===== src/adc_ctrl_cfg.svh =====
// constants for the converter resolution / offset shift control
// assumes a 200 MHz ref_clk and 16-bit measurement configuration words
`ifndef ADC_CTRL_CFG_SVH
`define ADC_CTRL_CFG_SVH

// clock rate
`define REF_CLK_MHZ        200

// configuration word fields
`define CFG_W              16
`define CFG_SHIFT_BIT      15
`define CFG_LEVEL_MSB      14
`define CFG_LEVEL_LSB      12
`define CFG_RES_MSB        9
`define CFG_RES_LSB        7

// resolutions
`define RES_MIN_BITS       12
`define RES_MAX_IDX        6
`define RES_TEMP_IDX       4
`define RES_CODES          7

// single conversion times, microseconds
`define CONV_TIME_12_US    140
`define CONV_TIME_13_US    185
`define CONV_TIME_14_US    250
`define CONV_TIME_15_US    335
`define CONV_TIME_16_US    470
`define CONV_TIME_17_US    640
`define CONV_TIME_18_US    890

// full measurement times, milliseconds
`define FULL_TIME_12_MS    2.2
`define FULL_TIME_13_MS    2.3
`define FULL_TIME_14_MS    2.4
`define FULL_TIME_15_MS    2.6
`define FULL_TIME_16_MS    2.8
`define FULL_TIME_17_MS    3.2
`define FULL_TIME_18_MS    3.7
`define US_PER_MS          1000.0

// cycle counter width
`define CNT_WIDTH          20

// offset compensation, hundredths of a percent
`define OFFS_COMP_0        13'h0000
`define OFFS_COMP_1        13'h02A3
`define OFFS_COMP_2        13'h04E2
`define OFFS_COMP_3        13'h0785
`define OFFS_COMP_4        13'h09C4
`define OFFS_COMP_5        13'h0C67
`define OFFS_COMP_6        13'h0F0A
`define OFFS_COMP_7        13'h10E5

// reset values
`define LEVEL_RST          3'h0
`define RES_IDX_RST        3'h0

`endif


===== src/adc_ctrl_pkg.sv =====
// types for the converter resolution / offset shift control
// assumes adc_ctrl_cfg.svh supplies the numeric constants
package adc_ctrl_pkg;

  // measurement sequence phase
  typedef enum logic [2:0] {
    PH_IDLE,
    PH_SENSOR_AUTOZERO,
    PH_SENSOR,
    PH_TEMP_AUTOZERO,
    PH_TEMP,
    PH_CALC
  } phase_e;

endpackage : adc_ctrl_pkg


===== src/adc_resolution_offset_shift_control.sv =====
// converter resolution, offset shift and full measurement sequencer
// assumes configuration words held stable by the configuration memory
//
// Function
// - sensor conversion resolution comes from the resolution field, 12 to 18 bits.
// - single conversion lasts 140/185/250/335/470/640/890 us for 12..18 bits.
// - offset shift active only when config bit 15 is one.
// - offset shift level selected by config bits 14 to 12.
// - shift enabled gives converter gain two, otherwise gain one.
// - levels 0..7 compensate 0 to 43.25 percent of input offset.
// - end-of-conversion falls at measurement start, rises at its end.
// - full measurement lasts 2.2 ms at 12 bits to 3.7 ms at 18.
// - full measurement runs four conversions, temperature ones at 16 bits.
// - two configuration words share one bit layout and decode.
`timescale 1ns/10ps
`include "adc_ctrl_cfg.svh"

module adc_resolution_offset_shift_control #(
  parameter int unsigned CNT_W = `CNT_WIDTH,
  parameter int unsigned CONV_CYC [`RES_CODES] = '{
    `CONV_TIME_12_US * `REF_CLK_MHZ, `CONV_TIME_13_US * `REF_CLK_MHZ,
    `CONV_TIME_14_US * `REF_CLK_MHZ, `CONV_TIME_15_US * `REF_CLK_MHZ,
    `CONV_TIME_16_US * `REF_CLK_MHZ, `CONV_TIME_17_US * `REF_CLK_MHZ,
    `CONV_TIME_18_US * `REF_CLK_MHZ},
  parameter int unsigned FULL_CYC [`RES_CODES] = '{
    int'(`FULL_TIME_12_MS * `US_PER_MS * `REF_CLK_MHZ),
    int'(`FULL_TIME_13_MS * `US_PER_MS * `REF_CLK_MHZ),
    int'(`FULL_TIME_14_MS * `US_PER_MS * `REF_CLK_MHZ),
    int'(`FULL_TIME_15_MS * `US_PER_MS * `REF_CLK_MHZ),
    int'(`FULL_TIME_16_MS * `US_PER_MS * `REF_CLK_MHZ),
    int'(`FULL_TIME_17_MS * `US_PER_MS * `REF_CLK_MHZ),
    int'(`FULL_TIME_18_MS * `US_PER_MS * `REF_CLK_MHZ)}
) (
  // clock and reset
  input  wire logic                 ref_clk,
  input  wire logic                 resetn,
  // configuration words and selection
  input  wire logic [`CFG_W-1:0]    sensor_meas_config_first,
  input  wire logic [`CFG_W-1:0]    sensor_meas_config_second,
  input  wire logic                 config_second_sel,
  // measurement request
  input  wire logic                 full_command_a,
  // measurement status
  output logic                      eoc_q,
  output logic                      conv_done_q,
  output adc_ctrl_pkg::phase_e      phase_q,
  output logic [4:0]                adc_resolution_q,
  // analog setup
  output logic                      gain_two_q,
  output logic [2:0]                offset_level_q,
  output logic [12:0]               offset_comp_q,
  output logic                      setup_error_q
);

  // ***************************************************************
  // elaboration checks
  // ***************************************************************
  for (genvar i = 0; i < `RES_CODES; i++)
  begin : g_check
    if (FULL_CYC[i] <= 2 * CONV_CYC[i] + 2 * CONV_CYC[`RES_TEMP_IDX] + 1)
    begin : g_short
      $error("full measurement shorter than its conversions");
    end
    if (FULL_CYC[i] >= (64'd1 << CNT_W) || CONV_CYC[i] < 1)
    begin : g_wide
      $error("cycle count does not fit the counter");
    end
  end

  // ***************************************************************
  // configuration decode
  // ***************************************************************
  function automatic logic [2:0] cfg_res_idx(input logic [`CFG_W-1:0] w);
    logic [2:0] r;
    r = w[`CFG_RES_MSB:`CFG_RES_LSB];
    // unused code 7 runs at 18 bits
    return (r > 3'(`RES_MAX_IDX)) ? 3'(`RES_MAX_IDX) : r;
  endfunction : cfg_res_idx

  function automatic logic cfg_shift(input logic [`CFG_W-1:0] w);
    return w[`CFG_SHIFT_BIT];
  endfunction : cfg_shift

  function automatic logic [2:0] cfg_level(input logic [`CFG_W-1:0] w);
    return w[`CFG_LEVEL_MSB:`CFG_LEVEL_LSB];
  endfunction : cfg_level

  function automatic logic [12:0] level_comp(input logic [2:0] l);
    logic [12:0] c;
    c = `OFFS_COMP_0;
    unique case (l)
      3'h0: c = `OFFS_COMP_0;
      3'h1: c = `OFFS_COMP_1;
      3'h2: c = `OFFS_COMP_2;
      3'h3: c = `OFFS_COMP_3;
      3'h4: c = `OFFS_COMP_4;
      3'h5: c = `OFFS_COMP_5;
      3'h6: c = `OFFS_COMP_6;
      3'h7: c = `OFFS_COMP_7;
    endcase
    return c;
  endfunction : level_comp

  function automatic logic [CNT_W-1:0] to_cnt(input int unsigned c);
    return CNT_W'(c - 1);
  endfunction : to_cnt

  // both words decode through the same functions
  wire logic [2:0] res_first    = cfg_res_idx(sensor_meas_config_first);
  wire logic [2:0] res_second   = cfg_res_idx(sensor_meas_config_second);
  wire logic       shift_first  = cfg_shift(sensor_meas_config_first);
  wire logic       shift_second = cfg_shift(sensor_meas_config_second);
  wire logic [2:0] lvl_first    = cfg_level(sensor_meas_config_first);
  wire logic [2:0] lvl_second   = cfg_level(sensor_meas_config_second);

  wire logic [2:0] res_sel   = config_second_sel ? res_second   : res_first;
  wire logic       shift_sel = config_second_sel ? shift_second : shift_first;
  wire logic [2:0] lvl_sel   = config_second_sel ? lvl_second   : lvl_first;

  // ***************************************************************
  // sequencer
  // ***************************************************************
  logic [CNT_W-1:0]     cnt_q;
  logic [CNT_W-1:0]     cnt_d;
  logic [2:0]           res_idx_q;
  adc_ctrl_pkg::phase_e phase_d;

  wire logic start    = full_command_a && (phase_q == adc_ctrl_pkg::PH_IDLE);
  wire logic cnt_zero = (cnt_q == '0);
  wire logic in_conv  = (phase_q != adc_ctrl_pkg::PH_IDLE) && (phase_q != adc_ctrl_pkg::PH_CALC);
  wire logic conv_end = in_conv && cnt_zero;
  wire logic meas_end = (phase_q == adc_ctrl_pkg::PH_CALC) && cnt_zero;

  // processing time fills the full measurement after four conversions
  wire logic [31:0] calc_cyc = FULL_CYC[res_idx_q] - 2 * CONV_CYC[res_idx_q]
                               - 2 * CONV_CYC[`RES_TEMP_IDX];

  always_comb
  begin
    phase_d = phase_q;
    cnt_d   = cnt_q - CNT_W'(1);
    unique case (phase_q)
      adc_ctrl_pkg::PH_IDLE:
      begin
        cnt_d = cnt_q;
        if (start)
        begin
          phase_d = adc_ctrl_pkg::PH_SENSOR_AUTOZERO;
          cnt_d   = to_cnt(CONV_CYC[res_sel]);
        end
      end
      adc_ctrl_pkg::PH_SENSOR_AUTOZERO:
        if (cnt_zero)
        begin
          phase_d = adc_ctrl_pkg::PH_SENSOR;
          cnt_d   = to_cnt(CONV_CYC[res_idx_q]);
        end
      adc_ctrl_pkg::PH_SENSOR:
        if (cnt_zero)
        begin
          phase_d = adc_ctrl_pkg::PH_TEMP_AUTOZERO;
          cnt_d   = to_cnt(CONV_CYC[`RES_TEMP_IDX]);
        end
      adc_ctrl_pkg::PH_TEMP_AUTOZERO:
        if (cnt_zero)
        begin
          phase_d = adc_ctrl_pkg::PH_TEMP;
          cnt_d   = to_cnt(CONV_CYC[`RES_TEMP_IDX]);
        end
      adc_ctrl_pkg::PH_TEMP:
        if (cnt_zero)
        begin
          phase_d = adc_ctrl_pkg::PH_CALC;
          cnt_d   = to_cnt(calc_cyc);
        end
      adc_ctrl_pkg::PH_CALC:
        if (cnt_zero)
        begin
          phase_d = adc_ctrl_pkg::PH_IDLE;
          cnt_d   = '0;
        end
    endcase
  end

  // resolution of the conversion now running
  wire logic [2:0] act_idx_d = (phase_d == adc_ctrl_pkg::PH_TEMP_AUTOZERO
                                || phase_d == adc_ctrl_pkg::PH_TEMP)
                               ? 3'(`RES_TEMP_IDX)
                               : (start ? res_sel : res_idx_q);
  wire logic [4:0] res_bits_d = 5'(`RES_MIN_BITS) + {2'h0, act_idx_d};

  // ***************************************************************
  // registers
  // ***************************************************************
  always_ff @(posedge ref_clk or negedge resetn)
  begin
    if (!resetn)
    begin
      phase_q   <= adc_ctrl_pkg::PH_IDLE;
      cnt_q     <= '0;
      res_idx_q <= `RES_IDX_RST;
    end
    else
    begin
      phase_q   <= phase_d;
      cnt_q     <= cnt_d;
      res_idx_q <= start ? res_sel : res_idx_q;
    end
  end

  always_ff @(posedge ref_clk or negedge resetn)
  begin
    if (!resetn)
    begin
      eoc_q            <= 1'b1;
      conv_done_q      <= 1'b0;
      adc_resolution_q <= 5'(`RES_MIN_BITS);
    end
    else
    begin
      eoc_q            <= start ? 1'b0 : (meas_end ? 1'b1 : eoc_q);
      conv_done_q      <= conv_end;
      adc_resolution_q <= res_bits_d;
    end
  end

  // gain, offset level and compensation latched for the whole measurement; setup_error_q follows the selected word every cycle
  always_ff @(posedge ref_clk or negedge resetn)
  begin
    if (!resetn)
    begin
      gain_two_q     <= 1'b0;
      offset_level_q <= `LEVEL_RST;
      offset_comp_q  <= `OFFS_COMP_0;
      setup_error_q  <= 1'b0;
    end
    else
    begin
      if (start)
      begin
        gain_two_q     <= shift_sel;
        offset_level_q <= shift_sel ? lvl_sel : `LEVEL_RST;
        offset_comp_q  <= shift_sel ? level_comp(lvl_sel) : `OFFS_COMP_0;
      end
      setup_error_q <= !shift_sel && (lvl_sel != `LEVEL_RST);
    end
  end

endmodule : adc_resolution_offset_shift_control


===== config.mk =====
export PLATFORM = sky130hd
export DESIGN_NAME = adc_resolution_offset_shift_control
export DESIGN_NICKNAME = d
export VERILOG_FILES = /design/src/adc_ctrl_pkg.sv /design/src/adc_resolution_offset_shift_control.sv
export VERILOG_INCLUDE_DIRS = /design/src /design/src/src
export SDC_FILE = /design/constraint.sdc
export NUM_CORES = 1
export LEC_CHECK = 0
export BUFFER_PORTS_ARGS = -buffer_cell sky130_fd_sc_hd__buf_2
export CORE_ASPECT_RATIO = 2
export CORE_MARGIN = 8
export CORE_UTILIZATION = 55
export DETAILED_ROUTE_END_ITERATION = 8
export GPL_ROUTABILITY_DRIVEN = 0
export PLACE_DENSITY = 0.75
export SLEW_MARGIN = 40
export SYNTH_ARGS = -nofsm -noshare
export SYNTH_HDL_FRONTEND = slang
export SYNTH_SLANG_ARGS = --single-unit

===== constraint.sdc =====
create_clock -name ref_clk -period 4.35 [get_ports ref_clk]
set_input_delay 0.6525 -clock ref_clk [delete_from_list [all_inputs] [get_ports ref_clk]]
set_output_delay 0.6525 -clock ref_clk [all_outputs]
set_load 0.02 [all_outputs]

==> flow_summary.json <==
{
  "status": "complete, no violations",
  "top_usage_layer": "met2",
  "ctsResizeCount": 0,
  "use_met1_pct": 20.7,
  "use_met3_pct": 3.33,
  "drt_first_pass_iters": 6,
  "critical_path.top_delay_family": "compound AO/OA/AOI/OAI gates",
  "cap_violations": 0,
  "power_density_nw_per_um2": 284,
  "fp.coreArea_sq_um": 7540,
  "yosysSeqAreaShare_pct": 28.4,
  "crit_path_max_incr_delay_ns": 0.60,
  "cts.path.max_buffers": 2,
  "yosysUniqueCellTypes": 76,
  "grt_max_degree": 49,
  "finalCriticalPeriod_ns": 3.60,
  "fin_nets": 625,
  "final_common_cell": "nand2_1",
  "worstPathRequired_ns": 4.53,
  "layout_common_cells": "nand2_1 (56), dfrtp_1 (46), nor2_1 (43), buf_2 (43), ha_1 (38)",
  "pwr-share-seq_pct": 43.5,
  "path_cells": "clkinv_1, ha_1, and2_1, nor2_1, ha_1, ha_1, a21o_1, a211oi_1, xnor2_1, a211oi_1, o21ai_1, o221a_1",
  "cts_tree": "built",
  "io-pin-count": 64,
  "grt_usage_pct": 22.9,
  "remaining_drc_errors": 0,
  "startpoint_type": "flop",
  "end_kind": "flop",
  "synthesis.nets": 595,
  "grt_pass1_vias": 4271,
  "power.switching_mw": 0.398,
  "multiInputGateArea_sq_um": 2820,
  "grt_pass1_wl_mm": 20.3,
  "syn-instance-count": 521,
  "worstMarginPinSlew_ns": 0.785,
  "met2_usage_pct": 43.2,
  "place_area_sq_um": 4520,
  "wire_per_inst_um": 19.4,
  "grt-ovfl-total": 0,
  "max-slew-margin-rel_pct": 46.2,
  "fin_cells": 646,
  "antenna_cells": 0,
  "dieArea_sq_um": 10900,
  "ys_ff_latch": 48,
  "cp.arrival_ns": 3.78,
  "critPathKind": "flop to flop",
  "pwr-share-comb_pct": 18.4,
  "dr_total_vias": 4187,
  "crit_cells": 12,
  "internal_power_mw": 0.944,
  "clock_latency_ns": 0.30,
  "numCtsBuffers": 5,
  "clock_skew_ns": 0.00868,
  "pwr-share-clk_pct": 38.1,
  "htreeDepth": 2,
  "setup_viol": 0,
  "cp_max_fo": 13,
  "die_x_um": 78.0,
  "ys.flop_type": "dfrtp_1",
  "place_inst": 638,
  "ctsHoldBuffers": 0,
  "design_area_sq_um": 4720,
  "start_util_pct": 56.1,
  "seq_area_sq_um": 1200,
  "post_cts_buffers": 0,
  "slew_viol_final": 0,
  "rr_worst_depth": 12,
  "clock-sinks": 48,
  "vias_per_cell": 6.48,
  "crit_buf_inv": 1,
  "fp.dieH_um": 140,
  "synthTopCellsByArea": "dfrtp_1 (27%), ha_1 (11%), nand2_1 (5.1%)",
  "ys_warn_count": 0,
  "synth-async-reset-ratio_pct": 100,
  "setup-tns-final_ns": 0,
  "hold_path_class": "primary input to asynchronous set/reset pin",
  "layout-drive-gt1-share_pct": 16.1,
  "rsz0062_at_grt": "no",
  "clk_pin_slew_ns": 0.07,
  "fin_crit_sh_pct": 82.7,
  "leakagePower_nw": 2.11,
  "synth_top_area_share_pct": 27.2,
  "crit_top_cell": "ha_1",
  "wl_mm": 12.5,
  "portBuffers": 44,
  "hold_viol": 0,
  "nFillCells": 696,
  "irDropWorstVdd_uv": 316,
  "synth_edf_count": 0,
  "crit_path_top_delay_cell": "dfrtp_1",
  "cts-root-buf": "clkbuf_16",
  "drtAntennaViolNets": 0,
  "post_synth_instance_area_sq_um": 4230,
  "drt_iter0_drc": 299,
  "p_sw_share_pct": 29.7,
  "hpwlAfterDp_mm": 9.82,
  "max_freq_mhz": 278,
  "syn_area_per_cell_sq_um": 8.13,
  "antenna_found_initial": 0,
  "synth_area_leader_cell": "dfrtp_1",
  "num_rows": 45,
  "areaGrowthSynthToFinish_pct": 11.6
}
-- power by group through the flow --
| stage | clock [mW] | sequential (mW) | combinational [mW] |
|---|---|---|---|
| floorplan | 0 | 0.567 | 0.182 |
| detailed placement | 0 | 0.586 | 0.243 |
| finish | 0.511 | 0.584 | 0.247 |
| global placement | 0 | 0.583 | 0.234 |
| global route | 0.526 | 0.592 | 0.276 |
| CTS | 0.513 | 0.577 | 0.243 |
-- flip-flops by register name, summed over array words and instances (netlist names) --
name and flops:
offset_level_q 3, setup_error_q 1, adc_resolution_q 4, conv_done_q 1
res_idx_q 3, eoc_q 1, phase_q 3, cnt_q 20
offset_comp_q 11, gain_two_q 1
-- area by class of cell --
type                    instances  area share [%]
repair buffers                 52            5.99
inverters                      28            2.22
well taps                      94            2.49
clock inverters                 3            1.46
multi-input cells             416            59.7
clock buffers                   5            2.65
flip-flops and latches         48            25.5
-- worst reg2reg max path, delay by kind of cell (launching register included) --
family / cells / cell delay (ns)
AO/OA/AOI/OAI: 5 / 1.28
adder cells (fa/ha/maj): 3 / 0.82
AND/OR/NAND/NOR: 2 / 0.52
XOR/XNOR: 1 / 0.13
flip-flops: 1 / 0.60
buffers and inverters: 1 / 0.16
-- per-stage QoR --
| step | util (%) | power (mW) | setup slack [ns] | hold slack, ns |
|---|---|---|---|---|
| final | 62.6 | 1.34 | 0.754 | 0.362 |
| after global routing | 62.6 | 1.39 | 0.572 | 0.424 |
| after CTS | 62.5 | 1.33 | 0.779 | 0.387 |
| after detailed placement | 59.9 | 0.828 | 0.797 | 0.463 |
| after global placement | 59.7 | 0.817 | 0.846 | 0.457 |
| after floorplan | - | 0.749 | 0.892 | 0.357 |
-- cells in the mapped netlist (4+ instances only) --
library cell / number
nand2_1: 57
dfrtp_1: 46
nor2_1: 43
ha_1: 38
a21oi_1: 37
o21ai_0: 30
inv_1: 27
clkbuf_1: 18
o21ai_1: 18
xnor2_1: 15
nor3_1: 12
mux2i_1: 11
a31oi_1: 10
nand3_1: 10
a211oi_1: 8
nor2b_1: 8
a22oi_1: 7
or3_1: 7
nand2b_1: 6
nor4_1: 6
mux2_2: 5
o22ai_1: 5
buf_2: 4
o31ai_1: 4
-- kinds of logic (layout without fill, tap and decap cells) --
group,Yosys count,in the layout,share of synthesized area [%]
AO/OA/AOI/OAI,161,161,24.7
XOR/XNOR,18,18,3.72
adder cells (fa/ha/maj),38,38,11.2
buffers and inverters,57,88,5.61
flip-flops,48,48,28.4
multiplexers,16,16,3.93
other,1,1,0.0886
AND/OR/NAND/NOR,182,182,22.3
-- path summary, 6_finish.rpt --
| check | to | from | slack, ns |
|---|---|---|---|
| max | cnt_q[10] | res_idx_q[1] | 0.75 |
| min reg2reg | offset_level_q[2] | offset_level_q[2] | 0.48 |
| min | offset_comp_q[9] | resetn | 0.36 |
| max reg2reg | cnt_q[10] | res_idx_q[1] | 0.75 |
| min in group ref_clk | offset_level_q[2] | offset_level_q[2] | 0.48 |
| max in group asynchronous | cnt_q[7] | resetn | 3.56 |
-- layer usage --
layer  part of all wire [%]  routed length [um]
met5                      0                   0
met4                    7.0                 882
met3                    4.3                 539
met2                     56                6980
met1                     33                4150
No activity file was read; power rests on OpenSTA's default activity.
